## src/rtl/vftle_map.svh

```systemverilog
// register offsets, field positions and reset values of the frame timer
`ifndef VFTLE_MAP_SVH
`define VFTLE_MAP_SVH

// register byte offsets, one aligned word each
`define VFTLE_OFS_HORIZ_LINE_TOTAL     8'h00
`define VFTLE_OFS_HORIZ_SYNC_END       8'h04
`define VFTLE_OFS_HORIZ_BLANK_END      8'h08
`define VFTLE_OFS_HORIZ_BLANK_START    8'h0C
`define VFTLE_OFS_VERT_FRAME_TOTAL     8'h10
`define VFTLE_OFS_VERT_SYNC_END        8'h14
`define VFTLE_OFS_VERT_BLANK_END       8'h18
`define VFTLE_OFS_VERT_BLANK_START     8'h1C
`define VFTLE_OFS_AREA_LINE_EVENT_POS  8'h20
`define VFTLE_OFS_BLANK_LINE_EVENT_POS 8'h24
`define VFTLE_OFS_FRAME_MEMORY_CONTROL 8'h28
`define VFTLE_OFS_TAP_MASK             8'h2C
`define VFTLE_OFS_NEXT_LINE_ADDRESS    8'h30
`define VFTLE_OFS_CURRENT_LINE_ADDRESS 8'h34
`define VFTLE_OFS_FIELD0_START_ADDRESS 8'h38
`define VFTLE_OFS_LINE_ADDR_INCREMENT  8'h3C
`define VFTLE_OFS_SHIFT_REG_INCREMENT  8'h40
`define VFTLE_OFS_TIMER_STATUS         8'h44

// frame memory control fields
`define VFTLE_FMC_TIMER_ENABLE_BIT     0
`define VFTLE_FMC_EVENT_MODE_LSB       2
`define VFTLE_FMC_UNBLANKED_DIS_BIT    4
`define VFTLE_FMC_HALF_SHIFT_BIT       14

// status fields
`define VFTLE_STS_HSYNC_BIT            0
`define VFTLE_STS_VSYNC_BIT            1
`define VFTLE_STS_HBLANK_BIT           2
`define VFTLE_STS_VBLANK_BIT           3
`define VFTLE_STS_VERT_COUNTER_LSB           16

// reset values
`define VFTLE_RST_WORD                 32'h0000_0000
`define VFTLE_EVENT_MODE_ALL           2'h0

`endif

```

## src/rtl/vftle_pkg.sv

```systemverilog
// types shared by the frame timer and line event scheduler
package vftle_pkg;

    // register bus request from software
    typedef struct packed {
        logic        wr;
        logic        rd;
        logic [7:0]  addr;
        logic [31:0] wdata;
    } vftle_reg_req_t;

    // kind of serial row transfer asked of the memory
    typedef enum logic [1:0] {
        VFTLE_XFER_FIELD_READ,
        VFTLE_XFER_LINE_READ,
        VFTLE_XFER_SPLIT_WRITE
    } vftle_xfer_kind_t;

    // transfer request toward video memory
    typedef struct packed {
        logic             valid;
        vftle_xfer_kind_t kind;
        logic [31:0]      addr;
    } vftle_xfer_t;

    // display timing levels
    typedef struct packed {
        logic hsync;
        logic vsync;
        logic hblank;
        logic vblank;
    } vftle_timing_t;

endpackage

```

## src/rtl/vftle_top.sv

```systemverilog
// frame timer with sync and blanking generation and line event scheduling
//
// The strobed register port and the placing of the registers were left to the implementer.
`include "vftle_map.svh"

module vftle_top #(
    parameter int CNT_W = 16  // width of both counters and limit registers
) (
    // clock and reset
    input  wire logic                     core_clk_in,
    input  wire logic                     sys_rst_in,
    // register port
    input  wire vftle_pkg::vftle_reg_req_t reg_req_in,
    output logic [31:0]                   reg_rdata_out,
    // shift register overflow pin from the serial clock side
    input  wire logic                     shift_overflow_in,
    // display timing and transfer requests
    output vftle_pkg::vftle_timing_t      timing_out,
    output vftle_pkg::vftle_xfer_t        xfer_out
);
    import vftle_pkg::*;

    // counters must fit the limit fields and leave room in status
    if (CNT_W < 2 || CNT_W > 16) begin : g_bad_width
        $error("vftle_top: CNT_W must lie in 2..16");
    end

    // software registers
    logic [CNT_W-1:0] horiz_line_total;      // cycles per line minus one
    logic [CNT_W-1:0] horiz_sync_end;        // last sync cycle
    logic [CNT_W-1:0] horiz_blank_end;       // last blank cycle after sync
    logic [CNT_W-1:0] horiz_blank_start;     // first blank cycle before total
    logic [CNT_W-1:0] vert_frame_total;      // lines per frame minus one
    logic [CNT_W-1:0] vert_sync_end;         // twice sync lines minus one
    logic [CNT_W-1:0] vert_blank_end;        // last blank line
    logic [CNT_W-1:0] vert_blank_start;      // first blank line
    logic [CNT_W-1:0] area_line_event_pos;   // event tied to active area
    logic [CNT_W-1:0] blank_line_event_pos;  // event tied to blanking
    logic [31:0]      frame_memory_control;  // enable, mode and half select
    logic [31:0]      shift_register_tap_mask;
    logic [31:0]      next_line_address;
    logic [31:0]      current_line_address;
    logic [31:0]      field0_start_address;
    logic [31:0]      line_address_increment;
    logic [31:0]      shift_register_increment;

    // counters and overflow capture
    logic [CNT_W-1:0] horiz_counter;         // frame-clock cycles since sync
    logic [CNT_W-1:0] vert_counter;          // lines since vertical sync
    logic [2:0]       ovf_sync;              // two-stage sync plus edge stage
    logic             ovf_pending;           // overflow waiting for its slot

    // control field decode
    wire              timer_enable            = frame_memory_control[`VFTLE_FMC_TIMER_ENABLE_BIT];
    wire [1:0]        event_mode_select       = frame_memory_control[`VFTLE_FMC_EVENT_MODE_LSB +: 2];
    wire              unblanked_event_disable = frame_memory_control[`VFTLE_FMC_UNBLANKED_DIS_BIT];
    wire              half_shift_select       = frame_memory_control[`VFTLE_FMC_HALF_SHIFT_BIT];
    wire              mode_all_events         = (event_mode_select == `VFTLE_EVENT_MODE_ALL);

    // register address decode, used for both writes and reads
    function automatic logic hit(input logic [7:0] a, input logic [7:0] ofs);
        return a == ofs;
    endfunction

    // horizontal and vertical wrap points
    // direct cycle compare
    wire              h_at_total = (horiz_counter == horiz_line_total);
    wire              v_at_total = (vert_counter == vert_frame_total);

    wire [CNT_W-1:0]  next_horiz = h_at_total ? '0 : CNT_W'(horiz_counter + 1'b1);
    wire [CNT_W-1:0]  next_vert  = !h_at_total ? vert_counter :
                                   (v_at_total ? '0 : CNT_W'(vert_counter + 1'b1));

    // timing levels from the counters
    // sync begins at count zero
    wire              hsync_lvl  = (horiz_counter <= horiz_sync_end);
    wire              vsync_lvl  = (vert_counter <= (vert_sync_end >> 1));
    // blank from start value to total and from zero to end value
    wire              hblank_lvl = (horiz_counter >= horiz_blank_start) ||
                                   (horiz_counter <= horiz_blank_end);
    wire              vblank_lvl = (vert_counter >= vert_blank_start) ||
                                   (vert_counter <= vert_blank_end);

    // event detection
    // disable bit picks event register
    wire [CNT_W-1:0]  event_pos    = unblanked_event_disable ? area_line_event_pos
                                                             : blank_line_event_pos;
    wire              line_event   = timer_enable && (horiz_counter == event_pos);
    // field start only in mode zero
    wire              field_event  = timer_enable && mode_all_events &&
                                     (horiz_counter == '0) && (vert_counter == '0);
    wire              ovf_edge     = ovf_sync[1] && !ovf_sync[2];
    wire              ovf_event    = timer_enable && mode_all_events && (ovf_pending || ovf_edge);
    // field start beats line event, both beat overflow
    wire              ovf_issue    = ovf_event && !field_event && !line_event;

    // split write address for the overflow transfer
    // mask clears the tap bits
    wire [31:0]       tap_cleared  = current_line_address & ~shift_register_tap_mask;
    wire [31:0]       split_base   = tap_cleared - shift_register_increment;
    wire [31:0]       split_addr   = half_shift_select ? (split_base ^ {shift_register_increment[30:0], 1'b0})
                                                       : split_base;

    // next transfer request, purely combinational selection
    wire              next_xfer_valid = field_event || line_event || ovf_issue;
    wire vftle_xfer_kind_t next_xfer_kind = field_event ? VFTLE_XFER_FIELD_READ :
                                           (line_event ? VFTLE_XFER_LINE_READ : VFTLE_XFER_SPLIT_WRITE);
    wire [31:0]       next_xfer_addr  = field_event ? field0_start_address :
                                       (line_event ? next_line_address : split_addr);

    // software writes of each register
    wire              wr = reg_req_in.wr;
    wire [7:0]        wa = reg_req_in.addr;
    wire [31:0]       wd = reg_req_in.wdata;

    // read data selection, unmapped offsets read zero
    logic [31:0]      next_rdata;
    always_comb begin
        next_rdata = `VFTLE_RST_WORD;
        if (hit(wa, `VFTLE_OFS_HORIZ_LINE_TOTAL))     next_rdata = 32'(horiz_line_total);
        if (hit(wa, `VFTLE_OFS_HORIZ_SYNC_END))       next_rdata = 32'(horiz_sync_end);
        if (hit(wa, `VFTLE_OFS_HORIZ_BLANK_END))      next_rdata = 32'(horiz_blank_end);
        if (hit(wa, `VFTLE_OFS_HORIZ_BLANK_START))    next_rdata = 32'(horiz_blank_start);
        if (hit(wa, `VFTLE_OFS_VERT_FRAME_TOTAL))     next_rdata = 32'(vert_frame_total);
        if (hit(wa, `VFTLE_OFS_VERT_SYNC_END))        next_rdata = 32'(vert_sync_end);
        if (hit(wa, `VFTLE_OFS_VERT_BLANK_END))       next_rdata = 32'(vert_blank_end);
        if (hit(wa, `VFTLE_OFS_VERT_BLANK_START))     next_rdata = 32'(vert_blank_start);
        if (hit(wa, `VFTLE_OFS_AREA_LINE_EVENT_POS))  next_rdata = 32'(area_line_event_pos);
        if (hit(wa, `VFTLE_OFS_BLANK_LINE_EVENT_POS)) next_rdata = 32'(blank_line_event_pos);
        if (hit(wa, `VFTLE_OFS_FRAME_MEMORY_CONTROL)) next_rdata = frame_memory_control;
        if (hit(wa, `VFTLE_OFS_TAP_MASK))             next_rdata = shift_register_tap_mask;
        if (hit(wa, `VFTLE_OFS_NEXT_LINE_ADDRESS))    next_rdata = next_line_address;
        if (hit(wa, `VFTLE_OFS_CURRENT_LINE_ADDRESS)) next_rdata = current_line_address;
        if (hit(wa, `VFTLE_OFS_FIELD0_START_ADDRESS)) next_rdata = field0_start_address;
        if (hit(wa, `VFTLE_OFS_LINE_ADDR_INCREMENT))  next_rdata = line_address_increment;
        if (hit(wa, `VFTLE_OFS_SHIFT_REG_INCREMENT))  next_rdata = shift_register_increment;
        // status shows the live vertical counter and levels
        if (hit(wa, `VFTLE_OFS_TIMER_STATUS)) begin
            next_rdata[`VFTLE_STS_HSYNC_BIT]  = timing_out.hsync;
            next_rdata[`VFTLE_STS_VSYNC_BIT]  = timing_out.vsync;
            next_rdata[`VFTLE_STS_HBLANK_BIT] = timing_out.hblank;
            next_rdata[`VFTLE_STS_VBLANK_BIT] = timing_out.vblank;
            next_rdata[`VFTLE_STS_VERT_COUNTER_LSB +: CNT_W] = vert_counter;
        end
        if (!reg_req_in.rd) next_rdata = `VFTLE_RST_WORD;
    end

    // timing limit registers, plain storage
    always_ff @(posedge core_clk_in or posedge sys_rst_in) begin
        if (sys_rst_in) begin
            horiz_line_total     <= '0;
            horiz_sync_end       <= '0;
            horiz_blank_end      <= '0;
            horiz_blank_start    <= '0;
            vert_frame_total     <= '0;
            vert_sync_end        <= '0;
            vert_blank_end       <= '0;
            vert_blank_start     <= '0;
            area_line_event_pos  <= '0;
            blank_line_event_pos <= '0;
        end else if (wr) begin
            if (hit(wa, `VFTLE_OFS_HORIZ_LINE_TOTAL))     horiz_line_total     <= wd[CNT_W-1:0];
            if (hit(wa, `VFTLE_OFS_HORIZ_SYNC_END))       horiz_sync_end       <= wd[CNT_W-1:0];
            if (hit(wa, `VFTLE_OFS_HORIZ_BLANK_END))      horiz_blank_end      <= wd[CNT_W-1:0];
            if (hit(wa, `VFTLE_OFS_HORIZ_BLANK_START))    horiz_blank_start    <= wd[CNT_W-1:0];
            if (hit(wa, `VFTLE_OFS_VERT_FRAME_TOTAL))     vert_frame_total     <= wd[CNT_W-1:0];
            if (hit(wa, `VFTLE_OFS_VERT_SYNC_END))        vert_sync_end        <= wd[CNT_W-1:0];
            if (hit(wa, `VFTLE_OFS_VERT_BLANK_END))       vert_blank_end       <= wd[CNT_W-1:0];
            if (hit(wa, `VFTLE_OFS_VERT_BLANK_START))     vert_blank_start     <= wd[CNT_W-1:0];
            if (hit(wa, `VFTLE_OFS_AREA_LINE_EVENT_POS))  area_line_event_pos  <= wd[CNT_W-1:0];
            if (hit(wa, `VFTLE_OFS_BLANK_LINE_EVENT_POS)) blank_line_event_pos <= wd[CNT_W-1:0];
        end
    end

    // control and static address registers
    always_ff @(posedge core_clk_in or posedge sys_rst_in) begin
        if (sys_rst_in) begin
            frame_memory_control     <= `VFTLE_RST_WORD;
            shift_register_tap_mask  <= `VFTLE_RST_WORD;
            field0_start_address     <= `VFTLE_RST_WORD;
            line_address_increment   <= `VFTLE_RST_WORD;
            shift_register_increment <= `VFTLE_RST_WORD;
        end else if (wr) begin
            // whole word taken, bits 0, 2 to 3, 4 and 14 live
            if (hit(wa, `VFTLE_OFS_FRAME_MEMORY_CONTROL)) frame_memory_control     <= wd;
            if (hit(wa, `VFTLE_OFS_TAP_MASK))             shift_register_tap_mask  <= wd;
            if (hit(wa, `VFTLE_OFS_FIELD0_START_ADDRESS)) field0_start_address     <= wd;
            if (hit(wa, `VFTLE_OFS_LINE_ADDR_INCREMENT))  line_address_increment   <= wd;
            if (hit(wa, `VFTLE_OFS_SHIFT_REG_INCREMENT))  shift_register_increment <= wd;
        end
    end

    // line addresses: hardware advances them, a software write wins
    // because software only loads them while display is idle
    always_ff @(posedge core_clk_in or posedge sys_rst_in) begin
        if (sys_rst_in) begin
            next_line_address    <= `VFTLE_RST_WORD;
            current_line_address <= `VFTLE_RST_WORD;
        end else begin
            if (field_event) begin
                current_line_address <= field0_start_address;
                next_line_address    <= field0_start_address + line_address_increment;
            end else if (line_event) begin
                current_line_address <= next_line_address;
                next_line_address    <= next_line_address + line_address_increment;
            end
            if (wr && hit(wa, `VFTLE_OFS_NEXT_LINE_ADDRESS))    next_line_address    <= wd;
            if (wr && hit(wa, `VFTLE_OFS_CURRENT_LINE_ADDRESS)) current_line_address <= wd;
        end
    end

    // frame counters, held at zero while the timer is off
    always_ff @(posedge core_clk_in or posedge sys_rst_in) begin
        if (sys_rst_in) begin
            horiz_counter <= '0;
            vert_counter  <= '0;
        end else if (!timer_enable) begin
            horiz_counter <= '0;
            vert_counter  <= '0;
        end else begin
            horiz_counter <= next_horiz;
            vert_counter  <= next_vert;
        end
    end

    // overflow pin synchroniser; pending flag set wins over clear
    always_ff @(posedge core_clk_in or posedge sys_rst_in) begin
        if (sys_rst_in) begin
            ovf_sync    <= 3'h0;
            ovf_pending <= 1'b0;
        end else begin
            ovf_sync    <= {ovf_sync[1:0], shift_overflow_in};
            ovf_pending <= (ovf_event && !ovf_issue) || (ovf_pending && ovf_edge);
        end
    end

    // registered outputs: timing lags the counters by one cycle
    always_ff @(posedge core_clk_in or posedge sys_rst_in) begin
        if (sys_rst_in) begin
            timing_out    <= '0;
            xfer_out      <= '0;
            reg_rdata_out <= `VFTLE_RST_WORD;
        end else begin
            timing_out    <= '{hsync: hsync_lvl && timer_enable, vsync: vsync_lvl && timer_enable,
                               hblank: hblank_lvl || !timer_enable, vblank: vblank_lvl || !timer_enable};
            xfer_out      <= '{valid: next_xfer_valid, kind: next_xfer_kind, addr: next_xfer_addr};
            reg_rdata_out <= next_rdata;
        end
    end

endmodule // vftle_top

```

## config.mk

```make
export PLATFORM = sky130hd
export DESIGN_NAME = vftle_top
export DESIGN_NICKNAME = d
export VERILOG_FILES = /design/src/rtl/vftle_pkg.sv /design/src/rtl/vftle_top.sv
export VERILOG_INCLUDE_DIRS = /design/src /design/src/rtl
export SDC_FILE = /design/constraint.sdc
export NUM_CORES = 2
export LEC_CHECK = 0
export ABC_CLOCK_PERIOD_IN_PS = 48700
export BUFFER_PORTS_ARGS = -buffer_cell sky130_fd_sc_hd__buf_2
export CELL_PAD_IN_SITES_DETAIL_PLACEMENT = 1
export CELL_PAD_IN_SITES_GLOBAL_PLACEMENT = 2
export CORE_ASPECT_RATIO = 0.75
export CORE_MARGIN = 2
export CORE_UTILIZATION = 45
export DETAILED_ROUTE_END_ITERATION = 7
export PLACE_DENSITY = 0.91
export SLEW_MARGIN = 0
export SYNTH_ARGS = -nofsm -noshare
export SYNTH_HDL_FRONTEND = slang
export SYNTH_SLANG_ARGS = --single-unit
```

## constraint.sdc

```tcl
create_clock -name core_clk_in -period 48.7 [get_ports core_clk_in]
set_input_delay 9.74 -clock core_clk_in [delete_from_list [all_inputs] [get_ports core_clk_in]]
set_output_delay 9.74 -clock core_clk_in [all_outputs]
set_load 0.05 [all_outputs]
```

; Word-level counts from Yosys, hierarchy flattened
; Index checks and enable logic that the tools add are counted.
[totals]
regBits = 491
inputBits = 45
out_inout_bits = 71
[classes]
bitwise = 3
addsub = 5
muxes = 37
n_lt_le_gt_ge = 6
n_reduce_logical = 48
n_eq_ne = 21
[op_table]
columns = op, n
row1 = $mux W32, 25
row2 = $mux W16, 9
row3 = $add A32 B32 Y32, 2
row4 = $eq A8 B6 Y1 const B, 8
row5 = $eq A16 B16 Y1, 3
row6 = $le A16 B16 Y1, 3
row7 = $add A16 B1 Y16 const B, 2
row8 = $and A32 B32 Y32, 1
row9 = $eq A8 B5 Y1 const B, 4
row10 = $ge A16 B16 Y1, 2
row11 = $logic_not A16 Y1, 2
row12 = $not A32 Y32, 1
row13 = $sub A32 B32 Y32, 1
row14 = $xor A32 B32 Y32, 1
row15 = $reduce_and A2 Y1, 15
row16 = $eq A8 B4 Y1 const B, 2
row17 = $eq A8 B7 Y1 const B, 2
row18 = $le A16 B15 Y1, 1
row19 = $logic_and A1 B1 Y1, 14
row20 = $eq A8 B3 Y1 const B, 1
row21 = $logic_not A8 Y1, 1
row22 = $logic_or A1 B1 Y1, 8
row23 = $reduce_bool A3 Y1, 2
row24 = $logic_not A1 Y1, 5
row25 = 4 further kinds, 5

; Depth between registers and ports, before layout
[depth]
word_depth = 20
ltp_mapped = 22
ltp_nobuf = 19

; Worst setup path before layout
; No wires, ideal clock.
[synth_path]
path_kind = input port to flip-flop
from = input reg_req_in[35] (netlist bit)
to = register horiz_line_total[10]
arrival_time_ns = 11.661
setup_slack_ns = 36.914
cell_stages = 7
t_required_ns = 48.575
cell_sequence = or4_1 -> clkbuf_1 -> nor2_1 -> clkbuf_1 -> nand2_1 -> clkbuf_1 -> mux2_2
[synth_via]
elab_chain_len = 2
[synth_rtl]
columns = element, line_no
row1 = from (decl), vftle_top.sv:13  ; input wire vftle_pkg::vftle_reg_req_t reg_req_in,
row2 = $logic_not A8 Y1, vftle_top.sv:62  ; return a == ofs;
row3 = $reduce_and A2 Y1 (no line), n/a
row4 = to (signal assigned), vftle_top.sv:162  ; if (hit(wa, `VFTLE_OFS_HORIZ_LINE_TOTAL)) horiz_line_total <= wd[CNT_W-1:0];
row5 = to (decl), vftle_top.sv:29  ; logic [CNT_W-1:0] horiz_line_total;
; No other way between the ends.
; A chain may end at the register's enable or synchronous reset.

; Worst setup path in the final report
[layout_path]
from = input reg_req_in[39] (netlist bit)
to = register field0_start_address[18]
[layout_via]
elab_chain_len = 2
[layout_rtl]
columns = element, line_no
row1 = $eq A8 B6 Y1, vftle_top.sv:62
row2 = $reduce_and A2 Y1 (no line), n/a
row3 = to (signal assigned), vftle_top.sv:180  ; field0_start_address <= `VFTLE_RST_WORD;
row4 = to (signal assigned), vftle_top.sv:187  ; if (hit(wa, `VFTLE_OFS_FIELD0_START_ADDRESS)) field0_start_address <= wd;
row5 = to (decl), vftle_top.sv:43  ; logic [31:0] field0_start_address;
; No other way between the ends.

==> results.py <==
metrics = {
    "yosys": {
        "netlist_top_cells_count": "dfrtp_1, mux2_2, nand2_1, nor2_1, ha_1",
        "syn_nets": 3012,
        "syn_area_sq_um": 28480,
        "ys_types": 84,
        "synth.largest_area_cell": "dfrtp_1",
        "ys_ff_latch": 491,
        "yosysTopAreaCellShare": 0.4315,
        "synthCells": 2804,
        "synth_warnings": 0,
        "syn_avg_cell_area_sq_um": 10.16,
        "synth_edf_count": 0,
        "async_reset_ff_frac": 1.000,
        "ys_seq_area_frac": 0.4315,
        "synth_ff_type": "dfrtp_1",
        "synth_most_common_cell": "dfrtp_1",
        "ys_top_cells_by_area": "dfrtp_1, mux2_2, ha_1",
    },
    "route": {
        "vias_per_cell": 6.531,
        "drc_errors": 0,
        "drt_wl_total_um": 114400,
        "post_drt_wl_per_cell_um": 30.75,
        "first_pass_iters": 7,
        "drt-initial-drc-count": 2772,
        "final_antenna_net_count": 0,
        "vias": 24300,
    },
    "sta": {
        "hold_violations": 0,
        "final-setup-viol-count": 0,
        "rsz0062_at_grt": "false",
        "skew_ns": 0.02341,
        "slew-limit-headroom": 0.1572,
        "timing.fmax_mhz": 79.64,
        "worst_slew_pin_slew_ns": 1.260,
        "fin_crit_sh": 0.2578,
        "min_period_ns": 12.56,
        "tns_ns": 0,
        "report.final.slew_viol_count": 0,
    },
    "worst_setup_path": {
        "r2r-start": "horiz_counter[0]",
        "cpPeakStageDelay_ns": 0.90,
        "start_kind": "input pin",
        "cpMaxStageDelayCell": "nand2_2",
        "crit_chain": "buf_2 -> nor2_1 -> nand3_1 -> nor2_4 -> buf_4 -> nand2_2 -> mux2_2",
        "arrival_ns": 13.04,
        "cp_max_fo": 33,
        "endpoint_kind": "flop",
        "crit_start": "reg_req_in[39]",
        "cp.required_ns": 49.19,
        "critPathKind": "in2reg",
    },
    "power_and_ir_drop": {
        "ir_worst_vdd_uv": 27.28,
        "powerDensity_nw_per_um2": 43.88,
        "p_leak_nw": 14.62,
    },
    "final_layout": {
        "layout-drive-gt1-share": 0.2042,
        "fin_area_sq_um": 31650,
        "area_growth_pct": 11.16,
        "n_fill_cell": 6818,
        "nNetsFinal": 3078,
        "postLayoutCoreUtil": 0.5083,
    },
    "global_route": {
        "antenna_found_initial": 13,
        "grt_use_total": 0.3490,
        "first_global_vias": 25540,
        "grt_max_degree": 106,
        "gr-total-overflow": 0,
        "grt_pass1_wl_um": 169400,
    },
    "outcome": {
        "status": "completed",
    },
    "cts": {
        "clockBufferDepth": 3,
        "root_buffer": "clkbuf_16",
        "clock_latency_ns": 0.62,
        "clock_sinks": 491,
        "cts_inserted_buffers": 52,
        "cts_tree": "yes",
        "clkSlewWorstSetupHoldPaths_ns": 0.06,
        "cts_setup_buffers": 0,
        "cts_max_level": 2,
        "cts-resized-gates": 0,
        "cts_hold_buffers": 0,
    },
    "floorplanning": {
        "die_h_um": 221.9,
        "row_count": 79,
        "core_sq_um": 62270,
        "die-area_sq_um": 65330,
        "initial_core_util": 0.4573,
        "fp.dieW_um": 294.5,
        "ios": 116,
    },
    "min_path": {
        "worstHoldStart": "ovf_sync[0]",
        "worstHoldPathType": "reg2reg",
    },
    "placed_design": {
        "dpl.hpwl_um": 79840,
        "io_buffer_count": 115,
        "gp_congestion": 1.001,
        "placed_cell_area_sq_um": 29920,
    },
    "job": {
        "cap_violations": 0,
    },
}
[cell type report]
cell class	count	area [sq um]	area share
inverter	157	596.8	0.01885
clock buffer	76	1563	0.04937
antenna	2	5.005	0.0001581
sequential	491	12290	0.3882
tap	810	1013	0.03202
clock inverter	17	166.4	0.005257
timing repair buffer	162	928.4	0.02933
multi-input combinational	2006	15090	0.4769
[per-stage QoR]
step	total power [mW]	worst slack [ns]	hold WS [ns]	cells
finish	1.389	36.14	0.3491	3721
global route	1.449	36.22	0.3563	3719
CTS	1.382	36.35	0.3517	3719
detailed placement	0.9645	35.71	0.3381	3626
global placement	0.9465	35.79	0.3368	3626
floorplan	0.8214	25.26	0.3312	2804
[metal layers]
layer	global-route usage	wire length [um]
met2	0.5083	47920
met3	0.1031	13380
met4	0.1169	4049
met1	0.4943	49050
met5	0	32
[registers in the layout, indices dropped and copies added, names as in the netlist, 16 cells and up]
name,cells
vert_counter,16
vert_frame_total,16
reg_rdata_out,32
horiz_sync_end,16
frame_memory_control,32
vert_sync_end,16
shift_register_increment,32
xfer_out,35
horiz_blank_end,16
horiz_line_total,16
vert_blank_end,16
vert_blank_start,16
shift_register_tap_mask,32
area_line_event_pos,16
horiz_blank_start,16
field0_start_address,32
blank_line_event_pos,16
line_address_increment,32
current_line_address,32
horiz_counter,16
next_line_address,32
[final timing paths]
kind	endpoint	slack, ns	depth (start not counted)
worst max-delay path	field0_start_address[18]	36.14	7
worst min-delay path	ovf_sync[1]	0.35	0
worst max register to register	next_line_address[31]	42.04	19
worst min register to register	ovf_sync[1]	0.35	0
max in group asynchronous	shift_register_tap_mask[21]	36.83	4
min in group asynchronous	horiz_counter[0]	9.26	2
[placed cells by master (no fill, tap or decap), drive strengths merged, types with 10 or more instances in the layout]
cell,count
a221oi,15
o22ai,10
mux2i,43
nor4,23
a21o,29
a31oi,37
and3,14
a22oi,132
o21ai,123
clkinv,13
o21a,29
nand2b,25
nand2,232
nor2b,52
ha,161
a21boi,14
a41oi,18
a222oi,18
nor3,17
buf,162
dfrtp,491
clkbuf,76
nor2,174
a211oi,12
nand4,46
xnor2,79
nand3,52
xor2,76
mux2,320
a21oi,160
inv,157
[logic make-up (layout without fill, tap and decap cells)]
kind of cell / count (synthesis) / in the layout / share of synthesized area
and+or+nand+nor: 676 / 676 / 0.1132
AOI/OAI and AO/OA: 649 / 649 / 0.1519
DFF: 491 / 491 / 0.4315
muxes: 363 / 363 / 0.1417
buffers and inverters: 307 / 412 / 0.04187
adders and majority gates: 163 / 163 / 0.07215
xor gates and xnor gates: 155 / 155 / 0.04767
other: 0 / 2 / 0
[where the power goes]
group | switching (mW) | total (mW) | internal [mW]
logic | 0.299 | 0.464 | 0.164
clock network | 0.177 | 0.414 | 0.237
registers | 0.0487 | 0.511 | 0.463
[critical path: cells and delay by family]
kind | cells | cell delay, ns
and+or+nand+nor | 4 | 2.00
buffers and inverters | 2 | 0.68
muxes | 1 | 0.59
Note: power is estimated with default switching activity, not from simulation.
